--- config.mk ---
export PLATFORM = sky130hd
export DESIGN_NAME = epi_top
export DESIGN_NICKNAME = d
export VERILOG_FILES = /design/src/rtl/epi_pkg.sv /design/src/rtl/epi_top.sv
export VERILOG_INCLUDE_DIRS = /design/src /design/src/rtl
export SDC_FILE = /design/constraint.sdc
export NUM_CORES = 1
export LEC_CHECK = 0
export BUFFER_PORTS_ARGS = -buffer_cell sky130_fd_sc_hd__buf_2
export CAP_MARGIN = 20
export CORE_MARGIN = 1
export CORE_UTILIZATION = 55
export CTS_CLUSTER_SIZE = 30
export DETAILED_ROUTE_END_ITERATION = 12
export PLACE_DENSITY_LB_ADDON = 0.08
export SYNTH_ARGS = -nofsm -noshare
export SYNTH_HDL_FRONTEND = slang
export SYNTH_SLANG_ARGS = --single-unit
export TNS_END_PERCENT = 100
--- constraint.sdc ---
create_clock -name sys_clk_i -period 2.1 [get_ports sys_clk_i]
set_clock_uncertainty 0.2 [all_clocks]
set_input_delay 0.105 -clock sys_clk_i [delete_from_list [all_inputs] [get_ports sys_clk_i]]
set_output_delay 0.105 -clock sys_clk_i [all_outputs]
set_load 0.02 [all_outputs]
--- src/rtl/epi_cfg.svh ---
// register indexes, field positions, reset values and write masks of the pin interrupt unit
// assumes: included by bare name; indexes are word indexes, byte address is four times index
`ifndef EPI_CFG_SVH
`define EPI_CFG_SVH

`define EPI_IDX_GRP_FLAGS   7'h1b
`define EPI_IDX_EXT_FLAGS   7'h1c
`define EPI_IDX_EXT_MASK    7'h1d
`define EPI_IDX_GRP_EN      7'h68
`define EPI_IDX_SENSE       7'h69
`define EPI_IDX_CHG_MASK0   7'h6b
`define EPI_IDX_CHG_MASK1   7'h6c
`define EPI_IDX_CHG_MASK2   7'h6d

`define EPI_RST_BYTE        8'h00
`define EPI_SYNC_RST        26'h3000000
`define EPI_SENSE_A_LSB     0
`define EPI_SENSE_B_LSB     2
`define EPI_PIN_A_SYNC      24
`define EPI_PIN_B_SYNC      25
`define EPI_CHG_VALID       24'hff7fff

`endif

--- src/rtl/epi_pkg.sv ---
// types of the pin interrupt unit: sense codes, bus states, request bundle, state record
// assumes: epi_cfg.svh supplies the numeric constants
package epi_pkg;

    typedef enum logic [1:0] {
        SENSE_LOW  = 2'b00,
        SENSE_ANY  = 2'b01,
        SENSE_FALL = 2'b10,
        SENSE_RISE = 2'b11
    } epi_sense_e;

    typedef enum logic [1:0] {
        BUS_IDLE = 2'b01,
        BUS_ANS  = 2'b10
    } epi_bus_e;

    typedef struct packed {
        logic group_two;
        logic group_one;
        logic group_zero;
        logic pin_b;
        logic pin_a;
    } epi_req_s;

    typedef struct packed {
        epi_bus_e    bus;
        logic [7:0]  rdata;
        logic [3:0]  sense;
        logic [1:0]  ext_mask;
        logic [1:0]  ext_flag;
        logic [2:0]  grp_en;
        logic [2:0]  grp_flag;
        logic [23:0] chg_mask;
        logic [25:0] s1;
        logic [25:0] s2;
        logic [25:0] s3;
        logic [25:0] stable;
    } epi_state_s;

endpackage : epi_pkg

--- src/rtl/epi_top.sv ---
// pin interrupt unit: two sense-selectable pins, 23 pin-change inputs in three groups
// assumes: one 40 MHz clock, Avalon-MM slave with waitrequest, core gives its global enable
//
// What this block does
// pins raise interrupts from their level, whatever the port direction.
// group two watches inputs 23..16, group one 14..8, group zero 7..0.
// pin-change activity produces a wake signal with no clock needed.
// enabled level-sensed pin requests for as long as it stays low.
// rising and falling edges are seen only while the clock runs.
// low level on a dedicated pin produces wake with no clock needed.
// driver must hold a wake level until start-up completes.
// sense field: pin b bits 3..2, pin a 1..0; 00 low,01 any,10 fall,11 rise.
// pins are sampled first; pulses over two clock periods always register.
// driver must hold a level-sense low until the running instruction ends.
// mask bit 1 enables pin b, bit 0 pin a, gated by global enable.
// unused bits of mask, flag and group control registers read zero.
// an edge or change sets the pin flag; masked request goes to core.
// pin flag clears on handler acknowledge or written one.
// pin flag stays zero while its pin is level sensed.
// each pin and each group has its own request line.
// group enable bits 2,1,0 with global enable gate group requests.
// each group member has its own mask bit.
// group flag sets on a member change; clears on acknowledge or written one.
// a member counts only when its mask bit and group enable are set; the code sets the group flag on the mask bit alone.
// dedicated pins are synchronised before edge comparison.
//
// Added by the designer: register access over Avalon-MM.
`timescale 1ns/1ps
`include "epi_cfg.svh"

module epi_top
    import epi_pkg::*;
(
    input  wire logic        sys_clk_i,
    input  wire logic        rst_n_i,
    input  wire logic [8:0]  avs_address_i,
    input  wire logic        avs_read_i,
    input  wire logic        avs_write_i,
    input  wire logic [31:0] avs_writedata_i,
    input  wire logic [3:0]  avs_byteenable_i,
    output logic      [31:0] avs_readdata_o,
    output logic             avs_waitrequest_o,
    input  wire logic        ext_irq_pin_a_i,
    input  wire logic        ext_irq_pin_b_i,
    input  wire logic [23:0] change_detect_inputs_i,
    input  wire logic        global_irq_enable_i,
    input  wire epi_req_s    irq_ack_i,
    output epi_req_s         irq_req_o,
    output logic             wake_o
);

    ////////////////////////////////////////////////////////////////////////////////
    // decode helpers

    function automatic logic sense_hit(input logic [1:0] code,
                                       input logic       rise,
                                       input logic       fall);
        logic hit;
        hit = 1'b0;
        case (epi_sense_e'(code))
            SENSE_ANY:  hit = rise | fall;
            SENSE_FALL: hit = fall;
            SENSE_RISE: hit = rise;
            default:    hit = 1'b0;
        endcase
        return hit;
    endfunction : sense_hit

    function automatic logic [7:0] reg_read(input logic [6:0]  idx,
                                            input epi_state_s  s);
        logic [7:0] v;
        v = `EPI_RST_BYTE;
        if (idx == `EPI_IDX_EXT_MASK)
            v = {6'h00, s.ext_mask};
        else if (idx == `EPI_IDX_EXT_FLAGS)
            v = {6'h00, s.ext_flag};
        else if (idx == `EPI_IDX_SENSE)
            v = {4'h0, s.sense};
        else if (idx == `EPI_IDX_GRP_EN)
            v = {5'h00, s.grp_en};
        else if (idx == `EPI_IDX_GRP_FLAGS)
            v = {5'h00, s.grp_flag};
        else if (idx == `EPI_IDX_CHG_MASK0)
            v = s.chg_mask[7:0];
        else if (idx == `EPI_IDX_CHG_MASK1)
            v = s.chg_mask[15:8];
        else if (idx == `EPI_IDX_CHG_MASK2)
            v = s.chg_mask[23:16];
        else
            v = `EPI_RST_BYTE;
        return v;
    endfunction : reg_read

    ////////////////////////////////////////////////////////////////////////////////
    // state

    epi_state_s  q;
    epi_state_s  next_q;
    logic [25:0] raw_pins;
    logic [25:0] agree;
    logic [25:0] change;
    logic [25:0] rise;
    logic [25:0] fall;
    logic [1:0]  ext_hit;
    logic [1:0]  ext_level;
    logic [1:0]  ext_low;
    logic [2:0]  grp_hit;
    logic [2:0]  grp_wake;

    // pins are taken as seen, so driving them as outputs still triggers
    assign raw_pins = {ext_irq_pin_b_i, ext_irq_pin_a_i, change_detect_inputs_i};

    // a change counts once stages two and three agree; stage one feeds stage two only
    assign agree  = ~(q.s2 ^ q.s3);
    assign change = agree & (q.s3 ^ q.stable);
    assign rise   = change & q.s3;
    assign fall   = change & ~q.s3;

    ////////////////////////////////////////////////////////////////////////////////
    // dedicated pins

    genvar gp;
    generate
        for (gp = 0; gp < 2; gp++)
        begin : g_pin
            localparam int SL = (gp == 0) ? `EPI_SENSE_A_LSB : `EPI_SENSE_B_LSB;
            localparam int PI = (gp == 0) ? `EPI_PIN_A_SYNC : `EPI_PIN_B_SYNC;
            assign ext_level[gp] = (epi_sense_e'(q.sense[SL +: 2]) == SENSE_LOW);
            assign ext_hit[gp]   = sense_hit(q.sense[SL +: 2], rise[PI], fall[PI]);
            assign ext_low[gp]   = ext_level[gp] & q.ext_mask[gp] & ~raw_pins[PI];
        end
    endgenerate

    ////////////////////////////////////////////////////////////////////////////////
    // pin-change groups

    genvar gg;
    generate
        for (gg = 0; gg < 3; gg++)
        begin : g_grp
            logic [7:0] live;
            // bit 15 has no pin; its mask bit is held at zero
            assign live         = q.chg_mask[gg*8 +: 8];
            assign grp_hit[gg]  = |(change[gg*8 +: 8] & live);
            // wake looks at the raw pins against the settled value, no clock edge needed
            assign grp_wake[gg] = q.grp_en[gg]
                                  & |((raw_pins[gg*8 +: 8] ^ q.stable[gg*8 +: 8]) & live);
        end
    endgenerate

    assign wake_o = |ext_low | |grp_wake;

    ////////////////////////////////////////////////////////////////////////////////
    // next state

    always_comb
    begin
        logic [6:0] idx;
        logic [7:0] wd;
        logic       wr;
        logic [1:0] ext_clr;
        logic [2:0] grp_clr;

        idx     = avs_address_i[8:2];
        wd      = avs_writedata_i[7:0];
        wr      = 1'b0;
        ext_clr = {irq_ack_i.pin_b, irq_ack_i.pin_a};
        grp_clr = {irq_ack_i.group_two, irq_ack_i.group_one, irq_ack_i.group_zero};
        next_q  = q;

        next_q.s1     = raw_pins;
        next_q.s2     = q.s1;
        next_q.s3     = q.s2;
        next_q.stable = (q.stable & ~agree) | (q.s3 & agree);

        // one wait state: the answer cycle is the only one with waitrequest low
        case (q.bus)
            BUS_IDLE:
            begin
                if (avs_read_i || avs_write_i)
                begin
                    next_q.bus   = BUS_ANS;
                    next_q.rdata = reg_read(idx, q);
                end
            end
            BUS_ANS:
            begin
                next_q.bus = BUS_IDLE;
                wr         = avs_write_i & avs_byteenable_i[0];
            end
            default:
            begin
                next_q.bus = BUS_IDLE;
            end
        endcase

        if (wr)
        begin
            if (idx == `EPI_IDX_EXT_MASK)
                next_q.ext_mask = wd[1:0];
            else if (idx == `EPI_IDX_EXT_FLAGS)
                ext_clr = ext_clr | wd[1:0];
            else if (idx == `EPI_IDX_SENSE)
                next_q.sense = wd[3:0];
            else if (idx == `EPI_IDX_GRP_EN)
                next_q.grp_en = wd[2:0];
            else if (idx == `EPI_IDX_GRP_FLAGS)
                grp_clr = grp_clr | wd[2:0];
            else if (idx == `EPI_IDX_CHG_MASK0)
                next_q.chg_mask[7:0] = wd;
            else if (idx == `EPI_IDX_CHG_MASK1)
                next_q.chg_mask[15:8] = {1'b0, wd[6:0]};
            else if (idx == `EPI_IDX_CHG_MASK2)
                next_q.chg_mask[23:16] = wd;
        end

        // a new event in the clearing cycle wins over the clear
        next_q.ext_flag = ~ext_level & (ext_hit | (q.ext_flag & ~ext_clr));
        next_q.grp_flag = grp_hit | (q.grp_flag & ~grp_clr);
        next_q.chg_mask = next_q.chg_mask & `EPI_CHG_VALID;
    end

    always_ff @(posedge sys_clk_i)
    begin
        if (!rst_n_i)
        begin
            q     <= '0;
            q.bus <= BUS_IDLE;
            // dedicated pins idle high; zeros here would fake a rising edge after reset
            q.s1     <= `EPI_SYNC_RST;
            q.s2     <= `EPI_SYNC_RST;
            q.s3     <= `EPI_SYNC_RST;
            q.stable <= `EPI_SYNC_RST;
        end
        else
        begin
            q <= next_q;
        end
    end

    ////////////////////////////////////////////////////////////////////////////////
    // outputs

    assign avs_readdata_o    = {24'h000000, q.rdata};
    assign avs_waitrequest_o = (avs_read_i | avs_write_i) & (q.bus != BUS_ANS);

    // level mode requests straight from the settled low level, no flag involved
    assign irq_req_o.pin_a      = global_irq_enable_i & q.ext_mask[0]
                                  & (ext_level[0] ? ~q.stable[`EPI_PIN_A_SYNC]
                                                  : q.ext_flag[0]);
    assign irq_req_o.pin_b      = global_irq_enable_i & q.ext_mask[1]
                                  & (ext_level[1] ? ~q.stable[`EPI_PIN_B_SYNC]
                                                  : q.ext_flag[1]);
    assign irq_req_o.group_zero = global_irq_enable_i & q.grp_en[0] & q.grp_flag[0];
    assign irq_req_o.group_one  = global_irq_enable_i & q.grp_en[1] & q.grp_flag[1];
    assign irq_req_o.group_two  = global_irq_enable_i & q.grp_en[2] & q.grp_flag[2];

endmodule : epi_top

== Yosys cells after proc, flatten, opt, wreduce, memory -nomap -nowiden ==
Index checks and enable logic that the tools add are counted.

* Input bits: 81
* Word-level logic and storage cells: 137
* Register bits after elaboration: 152

* Reductions and logical operators: 19
* Eq/ne operators: 17
* Mux-type cells: 22
* Bitwise gates (word level): 64

{| class="wikitable"
|+ Operator list
! cell !! number
|-
| $and A26 B26 Y26 || 5
|-
| $not A26 Y26 || 3
|-
| $mux W8 || 8
|-
| $xor A26 B26 Y26 || 2
|-
| $and A8 B8 Y8 || 6
|-
| $reduce_or A8 Y1 || 6
|-
| $eq A7 B7 Y1 const B || 5
|-
| $or A26 B26 Y26 || 1
|-
| $xor A8 B8 Y8 || 3
|-
| $eq A7 B5 Y1 const B || 3
|-
| $and A1 B1 Y1 || 19
|-
| $mux W3 || 6
|-
| $not A1 Y1 || 11
|-
| $eq A2 B2 Y1 const B || 5
|-
| $reduce_and A9 Y1 || 1
|-
| $reduce_and A8 Y1 || 1
|-
| $reduce_and A7 Y1 || 1
|-
| $eq A2 B1 Y1 const B || 3
|-
| $mux W2 || 3
|-
| $or A3 B3 Y3 || 2
|-
| $pmux W1 S3 || 2
|-
| $reduce_and A2 Y1 || 3
|-
| $reduce_and A5 Y1 || 1
|-
| $and A2 B2 Y2 || 2
|-
| other kinds (12) || 20
|}

== Longest topological paths before layout ==
* Depth after elaboration: 10
* Depth in mapped cells: 7
* Gate-level depth less buffers: 5

== Worst setup path after synthesis ==
Ideal clock, no wire load.

* Path kind: reg2reg
* Start: reg q[150] in the netlist's numbering
* End: reg q (netlist bit avs_readdata_o[0])
* Stages on the path, launching flop included: 7
* Setup slack: 480 ps
* Data arrival time: 1300 ps
* Period minus slack after synthesis: 1620 ps
* Buffers on the path: 1
* Library setup time: 120 ps
* Path through: dfxtp_1 inv_1 or3_1 buf_2 a31oi_1 nand2_1 o31a_1

* Cells in the longest elaborated chain, start to end: 2

{| class="wikitable"
|+ RTL lines
! item !! line !! RTL
|-
| start, declared || epi_top.sv:97 || <nowiki>epi_state_s q;</nowiki>
|-
| start signal, assigned || epi_top.sv:237 || <nowiki>q <= next_q;</nowiki>
|-
| $eq A2 B1 Y1 || epi_top.sv:177 || <nowiki>case (q.bus)</nowiki>
|-
| $reduce_and A2 Y1 (no source line) || -- ||
|}

Every way passes these cells.
A chain may end at the register's enable or synchronous reset.

==> summary.txt <==
Outcome
  – Run status: complete, but fails checks
  – Violations in the final reports: negative setup slack

Logic synthesis
  – Sequential area share after synthesis: 46.0%
  – Mean Syn Cell Area: 9.60 sq um
  – Most used DFF post-synth: dfxtp_1
  – Most area-consuming cells after synthesis: dfxtp_1 46%, and2_1 6.8%, mux2i_1 5.5%
  – Share of Yosys cell area claimed by the top area cell type: 46.0%
  – Number of storage elements in the synthesis netlist: 147
  – Async set-reset flop share out of synthesis: 0%
  – Post-synth EDFFs: 0
  – Cell area after synthesis: 6390 sq um
  – Count of different cell masters after synthesis: 55
  – Mapped Cells: 666
  – Dominant cell type by area after synthesis: dfxtp_1
  – Synth warnings: 0

Floorplan
  – I/O pin count: 120
  – Die Height: 110 um
  – Core area: 11400 sq um
  – Starting Density: 56.2%
  – Die area: 12100 sq um
  – Standard-cell row count: 39
  – Chip Width: 110 um

Power
  – Total power draw: 0.00593 W
  – Leakage power: 3.21 nW
  – PwrDens: 770 nW/um^2
  – Largest voltage drop on the vdd net: 653 uV

Critical path
  – Register-to-Register Setup Slack: 0.26 ns
  – Peak fanout along the critical path: 5
  – Worst EP required: 1.79 ns
  – CP Buf/Inv Count: 1
  – Arrival time at the worst endpoint: 1.88 ns
  – Top Family by Delay on Critical Path: compound AO/OA/AOI/OAI gates
  – Crit Path Category: reg -> out
  – Cell Chain, Critical Path: xor2_2, a222oi_1, nand3_1, a211oi_2, nand2_1, buf_6
  – Maximum single-stage delay on the critical path: 0.35 ns
  – Reg2Reg Capture Point: q[141]
  – Reg2Reg Launch Point: q[150]
  – Endpoint class of the critical path: output pin
  – R2R depth: 5
  – Critical path startpoint category: register
  – Slowest stage cell on the critical path: dfxtp_2

Global route
  – Via count of the first global-routing pass: 4547
  – Maximum number of pins on one net before global-route repair: 74
  – Total GRT Usage: 24.2%
  – Wire length of the first global-routing pass: 21900 um
  – Initial antenna violation count: 0
  – Global-route congestion overflow total: 0

Final layout
  – Commonest non-fill, non-tap cell in the layout: dfxtp_1
  – Number of nets in the finished design: 850
  – Ratio of cells with drive above 1 in the final layout: 15.3%
  – Layout area overhead: 20.5%
  – Final antenna diode count: 0
  – Post-Layout Inst Area: 7710 sq um
  – Leading cell types in the layout, fill and taps excluded: 144 x dfxtp_1, 70 x and2_1, 63 x buf_2, 59 x o21ai_0, 44 x dlygate4sd3_1

CTS
  – Clock-pin slew on the worst setup and hold paths: 0.06 ns
  – CTS Root Cell: clkbuf_16
  – Clk sinks: 147
  – Worst-Skew Late Latency: 0.41 ns
  – Maximum count of clock buffers along a single path: 2
  – Number of clock buffers inserted by TritonCTS: 17
  – Clock tree from TritonCTS: built
  – Deepest level of the CTS H-tree: 4

Detailed routing
  – First DRT Iteration DRCs: 358
  – Number of iterations in the first detailed-routing pass: 6
  – Routed wire per std cell: 15.3 um
  – Remaining number of nets flagged by the antenna check after routing: 0
  – Remaining design rule violation count: 0
  – Count of vias placed by the detailed router: 4982
  – Overall routed net length: 14100 um
  – Vias per inst: 5.41

Hold path
  – Worst hold path class: in -> reg
  – Worst hold stages: 5
  – Worst hold path endpoint: g_grp[2].live[0]
  – Worst hold start: avs_byteenable_i[0]

Placed design
  – PortBufs: 65
  – Hpwl dp: 9680 um
  – Placement Cell Area: 6720 sq um
  – Last weighted congestion value of the routability-driven placer: 0.861

STA
  – Max Slew Vio Count: 0
  – Period Utilization, post-route: 104%
  – Upper clock frequency limit: 0.458 GHz
  – Final WS setup: -0.0834 ns
  – Number of failing setup endpoints in the final timing report: 1
  – Final hold viol count: 0
  – RSZ-0062 raised after global routing: yes
  – Final critical path time including I/O delays and setup: 2.18 ns

Job
  – Max-capacitance violation count: 0
## cell usage after synthesis, types with 2 or more instances
cell type,count
a22oi_1,21
buf_2,5
nor4b_1,2
inv_1,6
nand3b_1,4
nand3_1,9
and3_1,8
a21boi_0,23
nor3_1,3
dfxtp_1,147
xor2_1,23
a221oi_1,3
a31oi_1,3
nand4b_1,3
clkbuf_1,19
nand2_1,41
nand4_1,8
a21oi_1,10
o31a_1,3
nand2b_1,13
nor2b_1,39
o21ai_0,59
buf_4,33
nor2_1,11
o31ai_1,2
a211o_1,2
mux2i_1,35
a222oi_1,2
and2_1,70
and3b_1,16
nand3_2,2
nor3b_1,18
## metal layers
layer	global-route usage [%]	wire length, um	vias up
li1	-	-	2472
met1	30.5	6600	2345
met2	38.3	6420	139
met3	7.05	730	26
met4	10.8	363	0
met5	0	0	-
## metrics by stage
step	instances	hold WS, ns	setup TNS (ns)	setup WS (ns)	util, %
3_5_place_dp	848	0.135	0	0.246	59.1
3_3_place_gp	848	0.133	0	0.253	59.1
2_1_floorplan	689	0.00647	0	0.480	-
6_report	921	0.0375	-0.0834	-0.0834	67.8
5_1_grt	921	0.0781	-0.194	-0.194	67.8
4_1_cts	921	0.0215	-0.0706	-0.0706	67.7
## cell type report
class	instances	area, sq um
clock inverters	6	61.3
multi-input cells	478	3190
fillers	897	3660
inverters	6	22.5
clock buffers	22	444
flip-flops and latches	147	2950
repair buffers	119	862
well taps	143	179
## worst min-delay path: stages
cell,delay (ns)
buf_2,0.12
nand4_2,0.10
nor2_4,0.09
mux2i_1,0.12
nor2_1,0.07
## how the worst max path moves through the flow
stage             start           endpoint  slack (ns)  depth (start not counted)
3_5_place_dp   register             wake_o        0.25                          6
6_report       register             wake_o       -0.08                          6
5_1_grt        register             wake_o       -0.19                          6
3_3_place_gp   register             wake_o        0.25                          6
2_1_floorplan    q[150]  avs_readdata_o[0]        0.48                          6
4_1_cts        register             wake_o       -0.07                          6
## power by group
group	total [W]	switching, W	internal, W
Clock	0.00265	0.00105	0.00159
Combinational	0.000387	0.000207	0.000180
Sequential	0.00290	0.0000405	0.00286
Total	0.00593	0.00130	0.00463
## logic make-up (layout without fill, tap and decap cells)
group	after synthesis	count (layout)	synth area share, %
AOI/OAI and AO/OA	136	136	13.7
muxes	36	36	5.65
and+or+nand+nor	259	259	25.6
buffers and inverters	64	153	5.81
xor gates and xnor gates	23	23	3.15
other	1	24	0.0586
DFF	147	147	46.0
## repair_timing
item	4_1_cts	5_1_grt
setup endpoints to repair	1	1
setup buffers	1	0
pin swaps	6	1
endpoints found under the hold margin	85	0
hold buffers	44	0
resized for setup	7	2
gates cloned	0	0
No activity file was read; power rests on OpenSTA's default activity.
